### config.mk
export PLATFORM = sky130hd
export DESIGN_NAME = adc_status_flag_logic
export DESIGN_NICKNAME = d
export VERILOG_FILES = /design/src/rtl/adc_status_pkg.sv /design/src/rtl/adc_status_flag_logic.sv
export VERILOG_INCLUDE_DIRS = /design/src /design/src/rtl
export SDC_FILE = /design/constraint.sdc
export NUM_CORES = 1
export LEC_CHECK = 0
export BUFFER_PORTS_ARGS = -buffer_cell sky130_fd_sc_hd__buf_2
export CAP_MARGIN = 20
export CORE_MARGIN = 2
export CORE_UTILIZATION = 45
export DETAILED_ROUTE_END_ITERATION = 7
export HOLD_SLACK_MARGIN = 0.02
export PLACE_DENSITY = 0.82
export SYNTH_ARGS = -nofsm -noshare
export SYNTH_HDL_FRONTEND = slang
export SYNTH_SLANG_ARGS = --single-unit
### constraint.sdc
create_clock -name sys_clk -period 2.1 [get_ports sys_clk]
set_clock_uncertainty 0.2 [all_clocks]
set_input_delay 0.21 -clock sys_clk [delete_from_list [all_inputs] [get_ports sys_clk]]
set_output_delay 0.21 -clock sys_clk [all_outputs]
set_load 0.02 [all_outputs]
### src/rtl/adc_status_cfg.svh
`ifndef ADC_STATUS_CFG_SVH
`define ADC_STATUS_CFG_SVH
// register offsets on the serial control port
`define OFS_SLOT_BASE   8'h30
`define OFS_SLOT_SEVEN  8'h37
`define OFS_EVENT_FLAGS 8'h38
`define OFS_EVENT_MASK  8'h39
// field positions inside event_flags, except the unread enable at bit 4, which is in the mask only
`define POS_OVER_LSB    16
`define POS_UNDER_LSB   8
`define POS_GAIN_OVR    7
`define POS_UNREAD_IE   4
`define POS_WAIT_DONE   3
`define POS_CAL_READY   2
`define POS_SEQ_READY   1
`define POS_CONV_READY  0
// writable bits of the enable mask; bits 6 and 5 do not exist
`define MASK_WRITABLE   24'hffff9f
// reset values and the slot seven index
`define RST_WORD        24'h000000
`define RST_CHAN        8'h00
`define SLOT_SEVEN_IDX  3'h7
`endif

### src/rtl/adc_status_pkg.sv
`default_nettype none
package adc_status_pkg;
  typedef logic [23:0] word_t;
  typedef logic [7:0]  chan_vec_t;
  typedef logic [2:0]  idx_t;
endpackage
`default_nettype wire

### src/rtl/adc_status_flag_logic.sv
`timescale 1ns/100ps
`default_nettype none
`include "adc_status_cfg.svh"

module adc_status_flag_logic
  import adc_status_pkg::*;
(
  input  wire logic sys_clk,                  // 100 MHz device clock
  input  wire logic srst,                     // synchronous reset, high
  input  wire logic reg_wr,                   // host register write strobe
  input  wire logic reg_rd,                   // host register read strobe
  input  wire logic [7:0] reg_addr,           // register offset
  input  wire word_t reg_wdata,               // write data
  output word_t     reg_rdata,                // read data, one cycle after reg_rd
  input  wire logic result_valid,             // a conversion has finished
  input  wire word_t result_data,             // finished conversion result
  input  wire idx_t result_channel,           // channel of that result
  input  wire logic in_sequence,              // sequencer owns the destination
  input  wire idx_t result_destination_select,    // slot picked by the host
  input  wire idx_t sequencer_destination_select, // slot picked by the sequencer
  input  wire word_t upper_limit_setting,     // upper threshold
  input  wire word_t lower_limit_setting,     // lower threshold
  input  wire logic digital_overflow,         // result saturated high
  input  wire logic digital_underflow,        // result saturated low
  input  wire logic gain_cal_done,            // system gain calibration finished
  input  wire logic gain_cal_overrange,       // coefficient would exceed max code
  input  wire logic cal_stored,               // new calibration results stored
  input  wire logic cal_launch_wr,            // calibration start register written
  input  wire logic wait_finished,            // timed wait completed
  input  wire logic wait_launch_wr,           // wait start register written
  input  wire logic seq_pass_done,            // sequence finished one pass
  input  wire logic seq_wraparound,           // sequence step 52 back to 0
  input  wire logic sequence_launch_register, // sequence start register written
  input  wire logic conversion_launch_register, // conversion start register written
  input  wire logic pre_result_clear,         // continuous mode: result about to land
  output logic      unread_data_any,          // some slot holds unread data
  output logic      interrupt_output_n        // interrupt, active low
);

  // ****************************************
  // decode
  // ****************************************
  logic stat_rd;
  logic slot7_wr;
  logic mask_wr;
  logic slot7_load;
  idx_t target_idx;
  logic is_over;
  logic is_under;

  assign stat_rd    = reg_rd && (reg_addr == `OFS_EVENT_FLAGS);
  assign slot7_wr   = reg_wr && (reg_addr == `OFS_SLOT_SEVEN);
  assign mask_wr    = reg_wr && (reg_addr == `OFS_EVENT_MASK);
  assign target_idx = in_sequence ? sequencer_destination_select
                                  : result_destination_select;
  assign slot7_load = result_valid && (target_idx == `SLOT_SEVEN_IDX);
  // unsigned compare; the limits share the result coding
  assign is_over    = (result_data > upper_limit_setting) || digital_overflow;
  assign is_under   = (result_data < lower_limit_setting) || digital_underflow;

  // ****************************************
  // state
  // ****************************************
  word_t     slot7_q, slot7_d;
  word_t     mask_q, mask_d;
  word_t     rdata_q, rdata_d;
  chan_vec_t over_q, over_d;
  chan_vec_t under_q, under_d;
  chan_vec_t unread_q, unread_d;
  logic      gain_ovr_q, gain_ovr_d;
  logic      wait_q, wait_d;
  logic      cal_q, cal_d;
  logic      seq_q, seq_d;
  logic      conv_q, conv_d;
  logic      int_n_q, int_n_d;
  word_t     status_word;
  word_t     pending;

  assign status_word = {over_q, under_q, gain_ovr_q, 3'h0,
                        wait_q, cal_q, seq_q, conv_q};
  // unread indication sits outside event_flags but may still raise the line
  assign pending = (status_word | ({23'h0, |unread_q} << `POS_UNREAD_IE)) & mask_q;

  // ****************************************
  // per-slot unread flags
  // ****************************************
  for (genvar s = 0; s < 8; s++) begin : g_slot
    logic slot_rd;
    logic slot_set;
    assign slot_rd  = reg_rd && (reg_addr == (`OFS_SLOT_BASE + 8'(s)));
    assign slot_set = result_valid && (target_idx == 3'(s));
    // set wins so a result landing during its own read is not lost
    assign unread_d[s] = slot_set || (unread_q[s] && !slot_rd);
  end

  // ****************************************
  // next state
  // ****************************************
  always_comb begin
    slot7_d = slot7_q;
    if (slot7_load) begin
      slot7_d = result_data;
    end else if (slot7_wr) begin
      slot7_d = reg_wdata;
    end
    mask_d = mask_q;
    if (mask_wr) begin
      mask_d = reg_wdata & `MASK_WRITABLE;
    end
    // clears first, sets after, so a coincident set survives
    over_d   = stat_rd ? `RST_CHAN : over_q;
    under_d  = stat_rd ? `RST_CHAN : under_q;
    gain_ovr_d = gain_ovr_q;
    if (stat_rd || (gain_cal_done && !gain_cal_overrange)) begin
      gain_ovr_d = 1'b0;
    end
    if (gain_cal_done && gain_cal_overrange) begin
      gain_ovr_d = 1'b1;
    end
    if (result_valid) begin
      over_d[result_channel]  = over_d[result_channel] | is_over;
      under_d[result_channel] = under_d[result_channel] | is_under;
    end
    wait_d = wait_finished ||
             (wait_q && !stat_rd && !wait_launch_wr);
    cal_d  = cal_stored ||
             (cal_q && !stat_rd && !cal_launch_wr);
    seq_d  = seq_pass_done ||
             (seq_q && !stat_rd && !sequence_launch_register
                    && !seq_wraparound);
    conv_d = result_valid ||
             (conv_q && !stat_rd && !conversion_launch_register
                     && !pre_result_clear);
    // slots 0 to 6 live elsewhere; their reads only retire the unread flag here
    rdata_d = `RST_WORD;
    if (reg_rd) begin
      unique case (reg_addr)
        `OFS_SLOT_SEVEN:  rdata_d = slot7_q;
        `OFS_EVENT_FLAGS: rdata_d = status_word;
        `OFS_EVENT_MASK:  rdata_d = mask_q;
        default:          rdata_d = `RST_WORD;
      endcase
    end
    // registered so the pin never glitches while flags and mask settle
    int_n_d = !(|pending);
  end

  // ****************************************
  // registers
  // ****************************************
  always_ff @(posedge sys_clk) begin
    if (srst) begin
      slot7_q  <= `RST_WORD;
      mask_q   <= `RST_WORD;
      rdata_q  <= `RST_WORD;
      over_q   <= `RST_CHAN;
      under_q  <= `RST_CHAN;
      unread_q <= `RST_CHAN;
      gain_ovr_q <= 1'b0;
      wait_q   <= 1'b0;
      cal_q    <= 1'b0;
      seq_q    <= 1'b0;
      conv_q   <= 1'b0;
      int_n_q  <= 1'b1;
    end else begin
      slot7_q  <= slot7_d;
      mask_q   <= mask_d;
      rdata_q  <= rdata_d;
      over_q   <= over_d;
      under_q  <= under_d;
      unread_q <= unread_d;
      gain_ovr_q <= gain_ovr_d;
      wait_q   <= wait_d;
      cal_q    <= cal_d;
      seq_q    <= seq_d;
      conv_q   <= conv_d;
      int_n_q  <= int_n_d;
    end
  end

  assign reg_rdata          = rdata_q;
  assign unread_data_any    = |unread_q;
  assign interrupt_output_n = int_n_q;
endmodule
`default_nettype wire

Yosys cells after proc, flatten, opt, wreduce, memory -nomap -nowiden
Index checks and enable logic that the tools add are counted.

$lt $le $gt $ge: 4. Equal/unequal tests: 17. Mux-type cells: 18. Bitwise operators: 5. Reduce and logical (&&, ||, !) cells: 78.

Operator list (number): $eq 8x6->1 const B (10); $pmux 24 s3 (1); $mux 24 (2); $logic_and 1x1->1 (40); $mux 8 (4); $and 24x24->24 (1); $gt 24x24->1 (1); $lt 24x24->1 (1); $or 24x5->24 (1); $reduce_or 24->1 (1); $logic_not 1->1 (17); $bwmux 8 (2); $logic_or 1x1->1 (15); $eq 3x3->1 const B (4); $reduce_or 8->1 (1); $bmux 1 s3 (2); $eq 3x2->1 const B (2); $mux 1 (5); $lt 3x4->1 const B (1); $reduce_bool 2->1 (2); $demux 1 s3 (1); $eq 3x1->1 const B (1); $ge 3x1->1 const B (1); $logic_not 3->1 (1); 4 further kinds (5).

Register bits: 100. Input bits: 132. Logic and storage cells: 134.

Logic depth before layout (Yosys ltp)
Gate-level depths: netlist of run 1.

Word-level depth: 8. Mapped depth: 8. Mapped depth without buffers: 8.

Least setup slack after synthesis of run 1
No wires, ideal clock.

Kind: input to register. Start: input lower_limit_setting[11]. End: register under_q[2]. Arrival: 1.677 ns. Data required time: 1.829 ns. Slack: 0.152 ns. Stages on the path: 8. Path buffers: 0. Cells stage by stage: inv_1 > ha_1 > a211o_1 > a31oi_1 > o2bb2ai_1 > o31ai_2 > nand3_1 > a21oi_1.

Word-level cells in the longest chain between the ends: 5.

Ends and longest elaborated chain: from (decl) (line adc_status_flag_logic.sv:22) `input wire word_t lower_limit_setting,`; $lt 24x24->1 (line adc_status_flag_logic.sv:59) `assign is_under = (result_data < lower_limit_setting) || digital_underflow;`; $logic_or 1x1->1 (line adc_status_flag_logic.sv:59); $or 1x1->1 (line adc_status_flag_logic.sv:122) `under_d[result_channel] = under_d[result_channel] | is_under;`; $bwmux 8 (line adc_status_flag_logic.sv:122); $mux 8 (line adc_status_flag_logic.sv:120) `if (result_valid) begin`; to (signal assigned) (line adc_status_flag_logic.sv:157) `` under_q <= `RST_CHAN; ``; to (signal assigned) (line adc_status_flag_logic.sv:170) `under_q <= under_d;`; to (decl) (line adc_status_flag_logic.sv:68) `chan_vec_t under_q, under_d;`.

Every way passes these cells. A chain may end at the register's enable or synchronous reset.

Worst setup path after layout of run 1
Start: register under_q[3]. End: register under_q[5].

Word-level cells in the longest chain between the ends: 6.

Ends and longest elaborated chain: $mux 8 (line adc_status_flag_logic.sv:112) `` under_d = stat_rd ? `RST_CHAN : under_q; ``; $bmux 1 s3 (line adc_status_flag_logic.sv:122); $mux 1 (not written as such) (line adc_status_flag_logic.sv:122); $or 1x1->1 (line adc_status_flag_logic.sv:122); $bwmux 8 (line adc_status_flag_logic.sv:122); $mux 8 (line adc_status_flag_logic.sv:120).

Every way passes these cells. The select of a mux whose other input is x is not followed.

==> metrics, run 1 <==
outcome finished clean; share of the synthesized area in the top cell type 36.2%; First DRT Iteration DRCs 528; root buffer cell clkbuf_16; starting density of the core 46.0%; IO buf count 157; prevailing post-synth register cell dfxtp_1; first-pass detailed-route iteration total 5; P&R area growth vs syn 38.4%; grt total ovfl 0; Die ar. 13200 um^2; leak pwr 3.54 nW; post-synthesis net count 850; fin. max-slew vios 0; CP Class reg -> reg; clk sinks 100; routed len/inst 16.8 um; final setup fails 0; Hold Vio Cnt, Final 0; Reg area 2000 um^2; Tot GR Track Use 26.1%; clock period minus worst slack 2.09 ns; Crit. End Element flop; #FFs+latches synth 100; Die H 115 um; via count 5909; Worst Path Arrival 2.11 ns; number of synthesized flops with an enable pin 0; Max-Cap Viols 0; DRC 0; antenna violations before repair 0; Syn Inst Count 671; Worst-path clk slew 0.07 ns; yosys warns 0; CP Launch Point under_q[3]; Worst VDD drop 371 uV; Worst-Skew Late Latency 0.35 ns; dpl cell area 6890 um^2; Yosys top cell by area dfxtp_1; post-route cell area 7650 um^2; Final nets 1087; routed vias/inst 5.57; CTS tree done; total power 4.45 mW; WP data required 2.12 ns; antenna viol nets, final 0; num rows 40; RSZ-0062 raised after global routing true; Post-Syn Area 5520 um^2; Multi-input gate area 3220 um^2; Syn Area/Cell 8.23 um^2; crit start category flop; period utilization 99.4%; first-pass GRT wire length 27100 um; Worst slew margin 72.1%; # diodes 0; Synth area leaders dfxtp_1, ha_1, a21oi_1; Num CTS Buffers 9; post-synth cell types 59; gpl congestion 0.976; placed insts 1008; largest net degree at the start of global routing 49; Non-Filler Instances 1060; Post-CTS Setup Inserts 0; CTS HTree Levels 3; Worst Hold Class in -> reg; Pwr Density 582 nW/um^2; FF-to-FF Start under_q[3]; number of global-route vias before repair 5557; fillcell total 994; critical path peak fanout 8; io pins 158; Max Buffers Root-to-Sink 2; sequential fraction of the synthesis area 36.2%; share of async-settable or async-resettable flops after synthesis 0%; hold path start result_destination_select[0]; WL final 17800 um; hpwl dp 13300 um; Die W 115 um; core area 12000 um^2; layout cells sized above 1 28.8%; f_max 0.479 GHz; worst-margin pin slew 0.419 ns
[cell usage in the layout, fill, tap and decap left out, drive strengths merged, types with 29 or more instances in the layout]
master / n
nand3: 31
a21oi: 81
a211oi: 29
dlygate4sd3: 35
nand2: 90
buf: 224
ha: 47
dfxtp: 100
inv: 60
nor2: 40
[timing repair]
action,in CTS,in global routing
pin swaps,1,4
endpoints found under the setup margin,1,18
endpoints found under the hold margin,33,0
hold buffers,35,0
resized for setup,0,14
gates cloned,0,1
[power by group]
| part | internal, mW | leakage (nW) | switching, mW | total [mW] |
|---|---|---|---|---|
| clock | 0.944 | 0.152 | 0.777 | 1.72 |
| combinational | 0.375 | 2.58 | 0.378 | 0.753 |
| sequential | 1.94 | 0.810 | 0.0396 | 1.98 |
[synthesized netlist by cell type, types with 2 or more instances]
cell type / instances
a211oi_1: 29
a21o_1: 4
a21oi_1: 80
a221oi_1: 3
a22o_1: 2
a22oi_1: 28
a31oi_1: 7
and2_1: 2
and3_1: 3
and4_1: 4
buf_2: 8
buf_4: 3
clkbuf_1: 21
dfxtp_1: 100
ha_1: 47
inv_1: 57
mux2i_1: 27
nand2_1: 89
nand2b_1: 9
nand3_1: 31
nand3b_1: 4
nand4_1: 9
nor2_1: 40
nor2b_1: 4
nor3_1: 2
nor4_1: 3
o211ai_1: 3
o21ai_0: 17
o31ai_1: 3
o32ai_1: 3
[per-stage QoR]
stage | worst slack [ns] | util [%] | hold slack (ns) | TNS [ns]
6_report | 0.0119 | 63.7 | 0.0270 | 0
5_1_grt | -0.0611 | 63.7 | 0.0450 | -0.164
4_1_cts | 0.0216 | 62.9 | 0.0246 | 0
3_5_place_dp | -0.196 | 57.4 | 0.222 | -2.01
3_3_place_gp | -0.176 | 57.4 | 0.222 | -1.45
2_1_floorplan | 0.152 | - | 0.128 | 0
[cell families (layout without fill, tap and decap cells)]
family,count (synthesis),count (layout),share of synthesized area (%)
and+or+nand+nor,209,209,18.2
adders and majority gates,47,47,10.6
DFF,100,100,36.2
buffers and inverters,91,333,6.73
muxes,29,29,5.37
AOI/OAI and AO/OA,195,195,22.8
[flip-flops by register name, indices dropped and copies added, names as in the netlist, 8 cells and up]
| name | count |
|---|---|
| reg_rdata | 24 |
| slot7_q | 24 |
| mask_q | 22 |
| over_q | 8 |
| under_q | 8 |
| unread_q | 8 |
[final timing paths]
check	endpoint	slack, ns	depth (start not counted)
max	under_q[5]	0.01	7
min	unread_q[2]	0.03	4
max reg2reg	under_q[5]	0.01	7
min reg2reg	unread_q[7]	0.27	2
[per-layer routing]
| metal | track usage [%] | up-vias | share of wire [%] |
|---|---|---|---|
| li1 | - | 2881 | - |
| met1 | 35.5 | 2695 | 44 |
| met2 | 43.2 | 290 | 46 |
| met3 | 2.79 | 43 | 6.6 |
| met4 | 9.64 | 0 | 3.3 |
| met5 | 0 | - | 0 |
[worst max-delay path: stages, from the launching register on]
cell	delay, ns
dfxtp_1	0.34
mux2_4	0.26
a221o_1	0.35
a311oi_4	0.39
o31ai_2	0.14
buf_6	0.17
nand2b_1	0.07
a21oi_1	0.05
[cell type report]
class                      instances  share of cell area [%]
clock inverter                     7                    1.06
timing repair buffer             260                    22.5
clock buffer                       9                    2.95
inverter                          57                    2.80
multi-input combinational        480                    42.1
sequential                       100                    26.2
tap                              147                    2.41
No activity file was read; power rests on OpenSTA's default activity.
==> run 2: changes to the inputs <==
--- a/config.mk
+++ b/config.mk
@@ -12,7 +12,7 @@
 export CORE_UTILIZATION = 45
 export DETAILED_ROUTE_END_ITERATION = 7
 export HOLD_SLACK_MARGIN = 0.02
-export PLACE_DENSITY = 0.82
+export PLACE_DENSITY = 0.84
 export SYNTH_ARGS = -nofsm -noshare
 export SYNTH_HDL_FRONTEND = slang
 export SYNTH_SLANG_ARGS = --single-unit
==> constraint.sdc (replaced) <==
create_clock -name sys_clk -period 1.8 [get_ports sys_clk]
set_clock_uncertainty 0.2 [all_clocks]
set_input_delay 0.18 -clock sys_clk [delete_from_list [all_inputs] [get_ports sys_clk]]
set_output_delay 0.18 -clock sys_clk [all_outputs]
set_load 0.02 [all_outputs]
==> run 2 against run 1 <==
  * The run now ends with setup timing left
  * Worst setup slack worse by 0.17 ns
  * Clock power is 24% higher
  * First-iteration DRC count is 0.38% lower
  * Sequential share of layout area is 0.76 points lower
  * Routed wire length is 4.8% higher
  * Final cell count is 1.7% higher
  * Combinational power is 25% higher
  * Highest routed layer unchanged
==> metrics, run 2 (same netlist as run 1, synthesis figures left out) <==
outcome complete, but fails checks; failing checks setup timing; Worst-path clk slew 0.07 ns (about the same); Combinational Power Share 17.5% (+0.6 points); Hold Vio Cnt, Final 0 (unchanged); final core utilization 65.6% (+1.9 points); dpl cell area 7010 um^2 (+1.8%); Die ar. 13200 um^2 (unchanged); Worst Path Arrival 1.98 ns (-0.13 ns); f_max 0.511 GHz (+6.8%); Slowest cell on crit path dfxtp_2; routed vias/inst 5.68 (+1.9%); Crit. End Element flop; Max-Cap Viols 0 (unchanged); WL final 18600 um (+4.8%); final setup fails 8 (+8); gpl congestion 0.979 (+0.32%); Worst VDD drop 425 uV (+15%); Critical Path Max Stage Delay 0.33 ns (-0.06 ns); largest net degree at the start of global routing 36 (-27%); first-pass GRT wire length 29000 um (+7.2%); Non-Filler Instances 1078 (+1.7%); placed insts 1020 (+1.2%); Worst slew margin 51.3% (-21 points); worst hold slack 0.0219 ns (-0.00507 ns); worst-path cell chain mux2_4 > a221o_1 > a311oi_2 > buf_4 > o31ai_4 > nand2b_1 > a21oi_2; CP top delay family compound AO/OA/AOI/OAI gates; Final nets 1104 (+1.6%); CTS HTree Levels 3 (unchanged); WP data required 1.83 ns (-0.29 ns); part of the power in the clock network 39.7% (+1.0 points); num rows 40 (unchanged); Die H 115 um (unchanged); io pins 158 (unchanged); most frequent cells in the layout buf_2, dfxtp_1, nand2_1; crit start category flop; fin worst setup slack -0.156 ns (-0.168 ns); Max Buffers Root-to-Sink 2 (unchanged); RSZ-0062 raised after global routing true; IO buf count 157 (unchanged); hpwl dp 13600 um (+2.5%); internal cell power 4.00 mW (+23%); clock period minus worst slack 1.96 ns (-0.132 ns); Num CTS Buffers 9 (unchanged); Pwr Density 683 nW/um^2 (+17%); CTS tree done; layout cells sized above 1 30.2% (+1.4 points); First DRT Iteration DRCs 526 (-0.38%); Sw Share 25.7% (-1.2 points); antenna violations before repair 1 (+1); DRC 0 (unchanged); routed len/inst 17.3 um (+3.1%); antenna viol nets, final 0 (unchanged); sequential share of power 42.8% (-1.6 points); Tot GR Track Use 28.1% (+1.9 points); period utilization 109% (+9.2 points); starting density of the core 46.0% (unchanged); Worst Hold Class in -> reg; critical path peak fanout 8 (unchanged); worst-margin pin slew 0.731 ns (+0.312 ns); P&R area growth vs syn 42.7%; CP Class reg -> reg; total power 5.38 mW (+21%); via count 6121 (+3.6%); grt total ovfl 0 (unchanged); CP Buf/Inv Count 1 (unchanged); first-pass detailed-route iteration total 6 (+1); leak pwr 3.62 nW (+2.2%); commonest non-fill, non-tap cell in the layout buf_2; Worst-Skew Late Latency 0.35 ns (about the same); clk sinks 100 (unchanged); root buffer cell clkbuf_16; post-route cell area 7880 um^2 (+3.1%); fin. max-slew vios 0 (unchanged); core area 12000 um^2 (unchanged); number of global-route vias before repair 5908 (+6.3%); switching power 1.38 mW (+16%); Die W 115 um (unchanged)
-- run 2: layer usage --
metal	vias up	track usage, %	wire length, um
li1	2922	-	-
met1	2830	35.7	7630
met2	310	48.1	8710
met3	59	4.80	1620
met4	0	10.0	665
met5	-	0	0
-- run 2: power groups by stage --
stage | Combinational, mW | Clock [mW] | Sequential, mW
6_report | 0.943 | 2.13 | 2.30
2_1_floorplan | 0.412 | 0 | 2.34
3_5_place_dp | 0.816 | 0 | 2.35
5_1_grt | 1.03 | 2.23 | 2.31
3_3_place_gp | 0.796 | 0 | 2.35
4_1_cts | 0.892 | 2.13 | 2.30
-- run 2: tightest hold or removal path: stages --
cell      delay [ns]
buf_2           0.10
mux2i_1         0.15
a211oi_1        0.10
-- run 2: path summary, 6_finish.rpt --
path	start	endpoint	slack (ns)	depth (start not counted)
worst max-delay path	under_q[2]	under_q[1]	-0.16	7
worst min register to register	unread_q[0]	unread_q[0]	0.27	2
worst min-delay path	reg_wdata[6]	slot7_q[6]	0.02	3
worst max register to register	under_q[2]	under_q[1]	-0.16	7
-- run 2: what timing repair did --
item	CTS	global route
setup endpoints to repair	16	40
resized for setup	4	22
hold buffers	40	0
pin swaps	5	9
hold endpoints to repair	54	0
cloned	0	1
buffers inserted	0	0
-- run 2: layout make-up --
class | count | area [um^2]
clock inverters | 5 | 82.6
inverters | 57 | 214
multi-input cells | 480 | 3280
diodes | 1 | 2.50
flip-flops and latches | 100 | 2000
clock buffers | 11 | 243
well taps | 147 | 184
repair buffers | 277 | 1870
fillers | 991 | 4130
-- run 2: metrics by stage --
stage | TNS, ns | setup WS (ns)
2_1_floorplan | -0.150 | -0.0267
3_3_place_gp | -11.13 | -0.385
3_5_place_dp | -12.77 | -0.425
4_1_cts | -1.08 | -0.132
5_1_grt | -2.04 | -0.247
6_report | -1.14 | -0.156
